===== config.mk =====
export PLATFORM = sky130hd
export DESIGN_NAME = psd_decoder
export DESIGN_NICKNAME = d
export VERILOG_FILES = /design/src/design/psd_pkg.sv /design/src/design/psd_decoder.sv /design/src/design/psd_engine_tick.sv
export SDC_FILE = /design/constraint.sdc
export NUM_CORES = 1
export LEC_CHECK = 0
export BUFFER_PORTS_ARGS = -buffer_cell sky130_fd_sc_hd__buf_2
export CORE_ASPECT_RATIO = 1.2
export CORE_MARGIN = 3
export CORE_UTILIZATION = 45
export DETAILED_ROUTE_END_ITERATION = 10
export GPL_TIMING_DRIVEN = 0
export PLACE_DENSITY_LB_ADDON = 0.15
export SKIP_CTS_REPAIR_TIMING = 1
export SYNTH_ARGS = -nofsm -noshare
export SYNTH_HDL_FRONTEND = slang
export SYNTH_SLANG_ARGS = --single-unit

===== constraint.sdc =====
create_clock -name clock -period 2.1 [get_ports clock]
set_clock_uncertainty 0.1 [all_clocks]
set_input_delay 0 -clock clock [delete_from_list [all_inputs] [get_ports clock]]
set_output_delay 0 -clock clock [all_outputs]
set_load 0.01 [all_outputs]

===== src/design/psd_pkg.sv =====
package psd_pkg;

  // Subcommand codes handled by this decoder
  localparam logic [15:0] SUB_DEVICE_NUMBER  = 16'h0001;
  localparam logic [15:0] SUB_FIRMWARE_ID    = 16'h0002;
  localparam logic [15:0] SUB_OCD_CLEAR      = 16'h009b;
  localparam logic [15:0] SUB_SCD_CLEAR      = 16'h009c;
  localparam logic [15:0] SUB_LOAD_RESTART   = 16'h009d;
  localparam logic [15:0] SUB_LOAD_ON        = 16'h009e;
  localparam logic [15:0] SUB_LOAD_OFF       = 16'h009f;
  localparam logic [15:0] SUB_CHG_OFF_LO     = 16'h2800;
  localparam logic [15:0] SUB_DSG_OFF_LO     = 16'h2801;
  localparam logic [15:0] SUB_ALERT_LOW      = 16'h2802;
  localparam logic [15:0] SUB_CHG_OFF_HI     = 16'h2810;
  localparam logic [15:0] SUB_DSG_OFF_HI     = 16'h2811;
  localparam logic [15:0] SUB_ALERT_HIGH     = 16'h2812;
  localparam logic [15:0] SUB_FAIL_FIRST     = 16'h2857;
  localparam logic [15:0] SUB_FAIL_SECOND    = 16'h29a3;
  localparam logic [15:0] SUB_SWAP_COMM      = 16'h29bc;
  localparam logic [15:0] SUB_TO_TWO_WIRE    = 16'h29e7;
  localparam logic [15:0] SUB_TO_SINGLE_WIRE = 16'h7c40;

  // Communication-type setting values
  localparam logic [7:0] COMM_TWO_WIRE_FAST = 8'h08;
  localparam logic [7:0] COMM_SINGLE_WIRE   = 8'h03;
  localparam logic [7:0] COMM_RESET         = 8'h08;

  // Security states
  localparam logic [1:0] SEC_SEALED      = 2'h0;
  localparam logic [1:0] SEC_UNSEALED    = 2'h1;
  localparam logic [1:0] SEC_FULL_ACCESS = 2'h2;

  // Register offsets of the plain register port
  localparam logic [3:0] REG_COMMAND     = 4'h0;
  localparam logic [3:0] REG_CONTROL     = 4'h1;
  localparam logic [3:0] REG_STATUS      = 4'h2;
  localparam logic [3:0] REG_COMM_TYPE   = 4'h3;
  localparam logic [3:0] REG_PENDING_CT  = 4'h4;
  localparam logic [3:0] REG_READ_OFFSET = 4'h5;
  localparam logic [3:0] REG_READ_DATA   = 4'h6;

  // Control register fields
  localparam int CTL_SEC_LSB       = 0;
  localparam int CTL_CHG_OUT       = 2;
  localparam int CTL_DSG_OUT       = 3;
  localparam int CTL_ALERT_OUT     = 4;
  localparam int CTL_LOAD_TIME_LSB = 8;
  localparam logic [15:0] CTL_RESET = 16'h0000;
  // The three output pins idle high until a subcommand drives them
  localparam logic [2:0] OUT_LEVEL_RESET = 3'h7;

  // Identity values; arbitrary neutral values
  localparam logic [15:0] ID_PRODUCT = 16'h1234;
  localparam logic [15:0] ID_FW_VER  = 16'h0100;
  localparam logic [15:0] ID_BUILD   = 16'h0001;

  // Timing at 10 MHz
  localparam longint CLOCK_HZ         = 10000000;
  localparam longint FAIL_WINDOW_S    = 4;
  localparam longint FAIL_WINDOW_CYC  = FAIL_WINDOW_S * CLOCK_HZ;
  localparam longint ENGINE_PERIOD_S  = 1;
  localparam longint ENGINE_CYC       = ENGINE_PERIOD_S * CLOCK_HZ;
  localparam int     TIMER_W          = 26;

endpackage : psd_pkg


===== src/design/psd_decoder.sv =====
`timescale 1ns/10ps
module psd_decoder #(
  parameter logic [25:0] FAIL_WINDOW = 26'(psd_pkg::FAIL_WINDOW_CYC),
  parameter logic [25:0] ENGINE    = 26'(psd_pkg::ENGINE_CYC)
) (
  input  wire logic        clock,
  input  wire logic        rst_n,
  input  wire logic [3:0]  address,
  input  wire logic [15:0] write_data,
  input  wire logic        write_strobe,
  input  wire logic        read_strobe,
  output logic      [15:0] read_data,
  input  wire logic        ocd_event,
  input  wire logic        scd_event,
  input  wire logic        load_detect_timeout_expired,
  output logic             discharge_overcurrent_latch,
  output logic             discharge_short_latch,
  output logic             load_detect_pin,
  output logic             load_detect_timeout_restart,
  output logic             charge_fet_off_pin,
  output logic             discharge_fet_off_pin,
  output logic             alert_pin,
  output logic             permanent_failure,
  output logic             link_single_wire
);

  typedef enum logic [1:0] {
    PSD_FAIL_IDLE  = 2'b00,
    PSD_FAIL_ARMED = 2'b01
  } psd_fail_t;

  typedef struct packed {
    logic [15:0] read_data;
    logic [15:0] control;
    logic [7:0]  comm_type;
    logic [7:0]  pending_ct;
    logic [2:0]  read_offset;
    logic        ocd_latch;
    logic        scd_latch;
    logic        ocd_clear_req;
    logic        scd_clear_req;
    logic        source_on;
    logic        restart_pulse;
    logic [2:0]  out_level;
    psd_fail_t   fail_state;
    logic [25:0] fail_timer;
    logic        perm_fail;
    logic        single_wire;
    logic [15:0] last_sub;
  } psd_state_t;

  psd_state_t state;
  psd_state_t next_state;
  logic       engine_tick;

  psd_engine_tick #(
    .PERIOD(ENGINE)
  ) u_tick (
    .clock(clock),
    .rst_n(rst_n),
    .tick (engine_tick)
  );

  // Byte of the identity readout at a given offset
  function automatic logic [7:0] psd_id_byte(input logic [15:0] sub, input logic [2:0] off);
    logic [7:0] b;
    b = 8'h00;
    if (sub == psd_pkg::SUB_DEVICE_NUMBER) begin
      unique case (off)
        3'h0: b = psd_pkg::ID_PRODUCT[7:0];
        3'h1: b = psd_pkg::ID_PRODUCT[15:8];
        default: b = 8'h00;
      endcase
    end else if (sub == psd_pkg::SUB_FIRMWARE_ID) begin
      unique case (off)
        3'h0: b = psd_pkg::ID_PRODUCT[15:8];
        3'h1: b = psd_pkg::ID_PRODUCT[7:0];
        3'h2: b = psd_pkg::ID_FW_VER[15:8];
        3'h3: b = psd_pkg::ID_FW_VER[7:0];
        3'h4: b = psd_pkg::ID_BUILD[15:8];
        3'h5: b = psd_pkg::ID_BUILD[7:0];
        default: b = 8'h00;
      endcase
    end
    return b;
  endfunction : psd_id_byte

  function automatic logic psd_privileged(input logic [1:0] sec);
    return (sec == psd_pkg::SEC_UNSEALED) || (sec == psd_pkg::SEC_FULL_ACCESS);
  endfunction : psd_privileged

  logic [1:0]  sec;
  logic [7:0]  active_time;
  logic [2:0]  out_cfg;
  logic        cmd_write;
  logic [15:0] sub;

  assign sec         = state.control[psd_pkg::CTL_SEC_LSB +: 2];
  assign active_time = state.control[psd_pkg::CTL_LOAD_TIME_LSB +: 8];
  assign out_cfg     = {state.control[psd_pkg::CTL_ALERT_OUT], state.control[psd_pkg::CTL_DSG_OUT],
                        state.control[psd_pkg::CTL_CHG_OUT]};
  assign cmd_write   = write_strobe && (address == psd_pkg::REG_COMMAND);
  assign sub         = write_data;

  always_comb begin
    next_state = state;
    next_state.restart_pulse = 1'b0;

    // Fault events set the latches; the set wins over an engine clear
    if (engine_tick) begin
      if (state.ocd_clear_req) begin
        next_state.ocd_latch     = 1'b0;
        next_state.ocd_clear_req = 1'b0;
      end
      if (state.scd_clear_req) begin
        next_state.scd_latch     = 1'b0;
        next_state.scd_clear_req = 1'b0;
      end
    end
    if (ocd_event) begin
      next_state.ocd_latch = 1'b1;
    end
    if (scd_event) begin
      next_state.scd_latch = 1'b1;
    end

    // Failure window runs out without the second word
    if (state.fail_state == PSD_FAIL_ARMED) begin
      if (state.fail_timer >= FAIL_WINDOW - 26'h1) begin
        next_state.fail_state = PSD_FAIL_IDLE;
      end else begin
        next_state.fail_timer = state.fail_timer + 26'h1;
      end
    end

    if (write_strobe) begin
      unique case (address)
        psd_pkg::REG_CONTROL:    next_state.control    = write_data;
        psd_pkg::REG_PENDING_CT: next_state.pending_ct = write_data[7:0];
        psd_pkg::REG_READ_OFFSET: next_state.read_offset = write_data[2:0];
        default: ;
      endcase
    end

    if (cmd_write) begin
      next_state.last_sub    = sub;
      next_state.read_offset = 3'h0;
      // Any command write other than the first word breaks the pair
      next_state.fail_state = PSD_FAIL_IDLE;
      unique case (sub)
        psd_pkg::SUB_OCD_CLEAR: next_state.ocd_clear_req = 1'b1;
        psd_pkg::SUB_SCD_CLEAR: next_state.scd_clear_req = 1'b1;
        psd_pkg::SUB_LOAD_RESTART: begin
          if (load_detect_timeout_expired) begin
            next_state.restart_pulse = 1'b1;
          end
        end
        psd_pkg::SUB_LOAD_ON: begin
          if (active_time == 8'h00) begin
            next_state.source_on = 1'b1;
          end
        end
        psd_pkg::SUB_LOAD_OFF: begin
          if (active_time == 8'h00) begin
            next_state.source_on = 1'b0;
          end
        end
        psd_pkg::SUB_CHG_OFF_LO, psd_pkg::SUB_DSG_OFF_LO, psd_pkg::SUB_ALERT_LOW: begin
          if (out_cfg[sub[1:0]]) begin
            next_state.out_level[sub[1:0]] = 1'b0;
          end
        end
        psd_pkg::SUB_CHG_OFF_HI, psd_pkg::SUB_DSG_OFF_HI, psd_pkg::SUB_ALERT_HIGH: begin
          if (out_cfg[sub[1:0]]) begin
            next_state.out_level[sub[1:0]] = 1'b1;
          end
        end
        psd_pkg::SUB_FAIL_FIRST: begin
          next_state.fail_state = PSD_FAIL_ARMED;
          next_state.fail_timer = 26'h0;
        end
        psd_pkg::SUB_FAIL_SECOND: begin
          if (state.fail_state == PSD_FAIL_ARMED) begin
            next_state.perm_fail = 1'b1;
          end
        end
        psd_pkg::SUB_SWAP_COMM: begin
          if (psd_privileged(sec)) begin
            next_state.comm_type   = state.pending_ct;
            next_state.single_wire = (state.pending_ct == psd_pkg::COMM_SINGLE_WIRE);
          end
        end
        psd_pkg::SUB_TO_TWO_WIRE: begin
          if (psd_privileged(sec)) begin
            next_state.comm_type   = psd_pkg::COMM_TWO_WIRE_FAST;
            next_state.single_wire = 1'b0;
          end
        end
        psd_pkg::SUB_TO_SINGLE_WIRE: begin
          if (psd_privileged(sec)) begin
            next_state.comm_type   = psd_pkg::COMM_SINGLE_WIRE;
            next_state.single_wire = 1'b1;
          end
        end
        default: ;
      endcase
    end

    next_state.read_data = 16'h0000;
    if (read_strobe) begin
      unique case (address)
        psd_pkg::REG_COMMAND:     next_state.read_data = state.last_sub;
        psd_pkg::REG_CONTROL:     next_state.read_data = state.control;
        psd_pkg::REG_STATUS:      next_state.read_data = {9'h000, state.fail_state == PSD_FAIL_ARMED,
                                                          state.perm_fail, state.single_wire, state.source_on,
                                                          state.scd_latch,
                                                          state.ocd_latch, 1'b0};
        psd_pkg::REG_COMM_TYPE:   next_state.read_data = {8'h00, state.comm_type};
        psd_pkg::REG_PENDING_CT:  next_state.read_data = {8'h00, state.pending_ct};
        psd_pkg::REG_READ_OFFSET: next_state.read_data = {13'h0000, state.read_offset};
        psd_pkg::REG_READ_DATA: begin
          next_state.read_data   = {8'h00, psd_id_byte(state.last_sub, state.read_offset)};
          // Auto-increment so a block read walks the bytes in order
          next_state.read_offset = state.read_offset + 3'h1;
        end
        default: next_state.read_data = 16'h0000;
      endcase
    end
  end

  always_ff @(posedge clock or negedge rst_n) begin
    if (!rst_n) begin
      state            <= '0;
      state.control    <= psd_pkg::CTL_RESET;
      state.comm_type  <= psd_pkg::COMM_RESET;
      state.pending_ct <= psd_pkg::COMM_RESET;
      state.out_level  <= psd_pkg::OUT_LEVEL_RESET;
      state.fail_state <= PSD_FAIL_IDLE;
    end else begin
      state <= next_state;
    end
  end

  assign read_data                   = state.read_data;
  assign discharge_overcurrent_latch = state.ocd_latch;
  assign discharge_short_latch       = state.scd_latch;
  assign load_detect_pin             = state.source_on;
  assign load_detect_timeout_restart = state.restart_pulse;
  assign charge_fet_off_pin          = state.out_level[0];
  assign discharge_fet_off_pin       = state.out_level[1];
  assign alert_pin                   = state.out_level[2];
  assign permanent_failure           = state.perm_fail;
  assign link_single_wire            = state.single_wire;
endmodule : psd_decoder


===== src/design/psd_engine_tick.sv =====
`timescale 1ns/10ps
// Free-running divider giving one pulse per protection-engine pass
module psd_engine_tick #(
  parameter logic [25:0] PERIOD = 26'(psd_pkg::ENGINE_CYC)
) (
  input  wire logic clock,
  input  wire logic rst_n,
  output logic      tick
);
  typedef struct packed {
    logic [25:0] count;
    logic        tick;
  } psd_tick_state_t;

  psd_tick_state_t state;
  psd_tick_state_t next_state;

  always_comb begin
    next_state = state;
    next_state.tick = 1'b0;
    if (state.count >= PERIOD - 26'h1) begin
      next_state.count = 26'h0;
      next_state.tick  = 1'b1;
    end else begin
      next_state.count = state.count + 26'h1;
    end
  end

  always_ff @(posedge clock or negedge rst_n) begin
    if (!rst_n) begin
      state <= '0;
    end else begin
      state <= next_state;
    end
  end

  assign tick = state.tick;
endmodule : psd_engine_tick


; ---- Yosys cells after proc, flatten, opt, wreduce, memory -nomap -nowiden
; Cells that the tools add are included.
[totals]
reg_bits = 133
output_inout_bits = 25
elab_cells = 141
[op_classes]
n_mux = 47
add_sub_neg = 3
reduce_logical = 27
n_eq_ne = 38
n_bitwise = 3
magnitude_cmp = 4
[ops]
columns = operator, n
row1 = "16-bit by 14-bit == test with 1-bit output, second input constant", 10
row2 = 16-bit case mux with 7 select lines, 1
row3 = "16-bit by 8-bit == test with 1-bit output, second input constant", 5
row4 = 53-bit two-way mux, 1
row5 = "26-bit by 1-bit adder with 26-bit output, second input constant", 2
row6 = 26-bit two-way mux, 2
row7 = 8-bit two-way mux, 4
row8 = 28-bit two-way mux, 1
row9 = 27-bit two-way mux, 1
row10 = "26-bit by 24-bit >= comparator with 1-bit output, second input constant", 1
row11 = "26-bit >= comparator, second input constant", 1
row12 = 8-bit case mux with 3 select lines, 1
row13 = 3-bit two-way mux, 7
row14 = 1-bit two-way mux, 18
row15 = 6-bit case mux with 3 select lines, 1
row16 = "16-bit by 1-bit == test with 1-bit output, second input constant", 1
row17 = "16-bit by 15-bit == test with 1-bit output, second input constant", 1
row18 = "16-bit by 2-bit == test with 1-bit output, second input constant", 1
row19 = 16-bit two-way mux, 1
row20 = 2-bit nonzero test, 8
row21 = "2-bit inequality test, second input constant", 7
row22 = "4-bit by 3-bit == test with 1-bit output, second input constant", 3
row23 = 6-bit case mux with 2 select lines, 1
row24 = 2-bit AND reduction, 5
row25 = other kinds (33), 38

; ---- Longest topological paths before layout
[logic_depth]
word_depth = 9
depth_mapped = 8
depth_no_buf = 6

; ---- Hierarchy
; Synthesis repeated with hierarchy kept, for this count alone.
[unflattened]
cells_unflattened = 660
hier_area_um2 = 6904.1
[by_module_without_submodules]
columns = mod, cells_each, seq_area_each_um2, area_per_inst_um2, instances
row1 = psd_decoder, 520, 2633.8, 5519.0, 1
row2 = psd_engine_tick, 140, 675.6, 1385.1, 1

; ---- Least setup slack after synthesis
; OpenSTA, ideal clock, no wires.
[synth_timing]
path_kind = register to register
start = reg state[33] (netlist bit)
end = reg state[28] (netlist bit)
path_buffers = 3
arrival_time_ns = 1.928
setup_slack_ns = -0.047
stages_incl_launch_ff = 9
setup_time_ns = 0.119
cell_sequence = dfrtp_1 -> clkbuf_2 -> or4_1 -> nor4_2 -> and2_1 -> buf_4 -> buf_6 -> nor4_1 -> o21ba_1
[synth_lines]
columns = element, line
row1 = "start, declared", psd_decoder.sv:52  ; psd_state_t state;
row2 = "start signal, assigned", psd_decoder.sv:240  ; state <= next_state;

==> results.toml <==
[outcome]
status = "finished, violations left"
violations = "hold timing, setup timing"

[power]
combPwrFrac_pct = 13.1
p_per_area_nw_per_um2 = 806
totalPowerFinal_w = 0.00703
leakage_nw = 3.71
switchingPower_w = 0.00192
internal_power_w = 0.00511
power.share.sequential_pct = 44.4
clockPowerShare_pct = 42.5
swShare_pct = 27.3
ir_worst_vdd_mv = 0.617

[timing]
hold_viol = 3
fin_crit_sh_pct = 110
clock.fmax_mhz = 435
finalCriticalPeriod_ns = 2.30
slew_viol_final = 0
worst_pin_slew_ns = 0.843
max_slew_margin_pct = 43.3
fin_hold_ws_ns = -0.0201
setup_viol = 26
setup_tns_ns = -2.06
rsz0062_at_grt = "true"
setup_slack_ns = -0.200

[floorplan]
num_rows = 49
io_pins = 52
fp.coreArea_um2 = 15000
die_w_um = 119
dieArea_um2 = 16900
initial_core_util_pct = 46.0
die-height_um = 142

[logic_synthesis]
syn-instance-count = 677
ys_types = 77
synth_area_per_cell_um2 = 10.2
yosysWarningCount = 0
synth_edf_count = 0
synth_flop_cell = "dfrtp_1"
ys_ff_latch = 132
ys_seq_area_share_pct = 47.8
async_reset_ff_share_pct = 100
syn_area_um2 = 6920

[detailed_routing]
routed_wl_um = 18600
vias_per_cell = 5.81
wire_per_inst_um = 18.4
drt_iter0_drc = 600
num_vias = 5842
drc = 0
dr.pass1.iters = 5
ant_nets = 0

[place]
place_congestion = 0.865
port-buffer-count = 46
dp_slack_ns = -0.408
hpwl_um = 12400
place_area_um2 = 7440

[critical_path]
crit_path_start_kind = "register"
critical_path_class = "register to register"
required_ns = 2.35
critPathMaxFanout = 6
cp_data_arrival_time_ns = 2.55
worstSetupEndpointType = "register"

[finish]
area_growth_pct = 26.1
layout_commonest_cell = "dfrtp_1"
fin_nets = 822
final_cell_area_um2 = 8720
final_cell_mix = "dfrtp_1 (120), nand2_1 (55), nor2_1 (50)"
drive_gt1_share_pct = 28.1
antennaDiodeCount = 0

[cts]
cts_root_buf = "clkbuf_16"
cts_tree = "built"
cts.htree.levels = 4
cts_buffers = 17
cts.sinks = 132
cts_max_path_buffers = 2
worstSkewPairLatency_ns = 0.42
path_clk_slew_ns = 0.06

[grt]
grt_max_degree = 76
antenna_found_initial = 0
grt_pass1_vias = 5502
grt_pass1_wl_um = 28600
grt_util_all_layers_pct = 21.3
grt_remaining_overflow = 0

[run]
cap_violations = 0

[min_path]
hp-class = "primary input to register"
metrics by stage:
step / util [%] / hold slack, ns / std cells
after floorplan: - / -0.396 / 678
after global placement: 49.3 / 0.0829 / 928
after detailed placement: 49.5 / -0.0956 / 929
after CTS: 53.5 / -0.548 / 961
after global routing: 58.1 / 0.00565 / 1006
final: 58.1 / -0.0201 / 1006
worst max-delay path, cell delays in order (launching register included):
cell	delay [ns]
dfrtp_2	0.45
and3_4	0.19
o41ai_4	0.37
buf_4	0.21
a31oi_4	0.13
buf_6	0.17
or4_4	0.47
a21oi_2	0.13
cell type report:
type	instances	area (µm²)
multi-input combinational	480	3470
clock inverter	14	163
tap	204	255
buffer	45	304
timing repair buffer	94	713
fill	1289	6300
clock buffer	18	429
inverter	19	71.3
sequential	132	3320
path summary, 6_finish.rpt:
check	startpoint	endpoint	slack, ns	cells after the start
setup reg to reg	state[28]$_DFF_PN0_	state[34]$_DFF_PN0_	-0.20	7
hold / removal	write_data[9]	load_detect_timeout_restart$_DFF_PN0_	-0.02	4
min in group asynchronous	rst_n	read_data[14]$_DFF_PN0_	0.01	2
max in group asynchronous	rst_n	state[69]$_DFFE_PN1P_	1.11	3
setup / recovery	state[28]$_DFF_PN0_	state[34]$_DFF_PN0_	-0.20	7
hold reg to reg	state[51]$_DFF_PN0_	state[51]$_DFF_PN0_	0.37	1
metal layers:
layer / track usage [%] / share of wire, %
met3: 4.11 / 5.1
met5: 0 / 0
met4: 9.76 / 3.2
met1: 26.7 / 41
met2: 35.5 / 51
sequential cells by signal, summed over array words and instances (netlist names):
signal                       flops
state                           67
u_tick.state                    26
read_data                       16
active_time                      8
out_cfg                          3
sec                              2
alert_pin                        1
charge_fet_off_pin               1
discharge_fet_off_pin            1
discharge_overcurrent_latch      1
discharge_short_latch            1
link_single_wire                 1
load_detect_pin                  1
load_detect_timeout_restart      1
permanent_failure                1
u_tick.tick                      1
power groups by stage:
stage          logic [W]  clock network (W)  registers [W]
2_1_floorplan   0.000567                  0        0.00304
3_3_place_gp    0.000760                  0        0.00312
3_5_place_dp    0.000792                  0        0.00313
4_1_cts         0.000796            0.00304        0.00309
5_1_grt          0.00102            0.00319        0.00315
6_report        0.000920            0.00299        0.00312
synthesized netlist by cell type (13+ instances only):
cell type	instances	area, µm²
nand2_1	55	206
xor2_1	16	140
dfrtp_1	127	3180
mux2_2	33	372
nor2_1	52	195
a22oi_1	13	97.6
nand3_1	32	160
o21ai_0	27	135
buf_4	17	128
inv_1	19	71.3
nor4_1	20	125
or4_1	17	128
a21oi_1	31	155
o31ai_1	20	150
nor3_1	13	65.1
clkbuf_1	20	75.1
kinds of logic (layout without fill, tap and decap cells):
kind of cell / count (synthesis) / after routing / share of synthesized area [%]
xor+xnor: 23 / 23 / 2.91
compound gates: 143 / 143 / 14.7
flops: 132 / 132 / 47.8
other cells: 1 / 2 / 0.0542
fa+ha+maj: 6 / 6 / 1.09
mux: 44 / 44 / 7.33
simple gates: 262 / 262 / 20.9
buf+inv: 66 / 190 / 5.21
(Power assumes the default switching activity.)
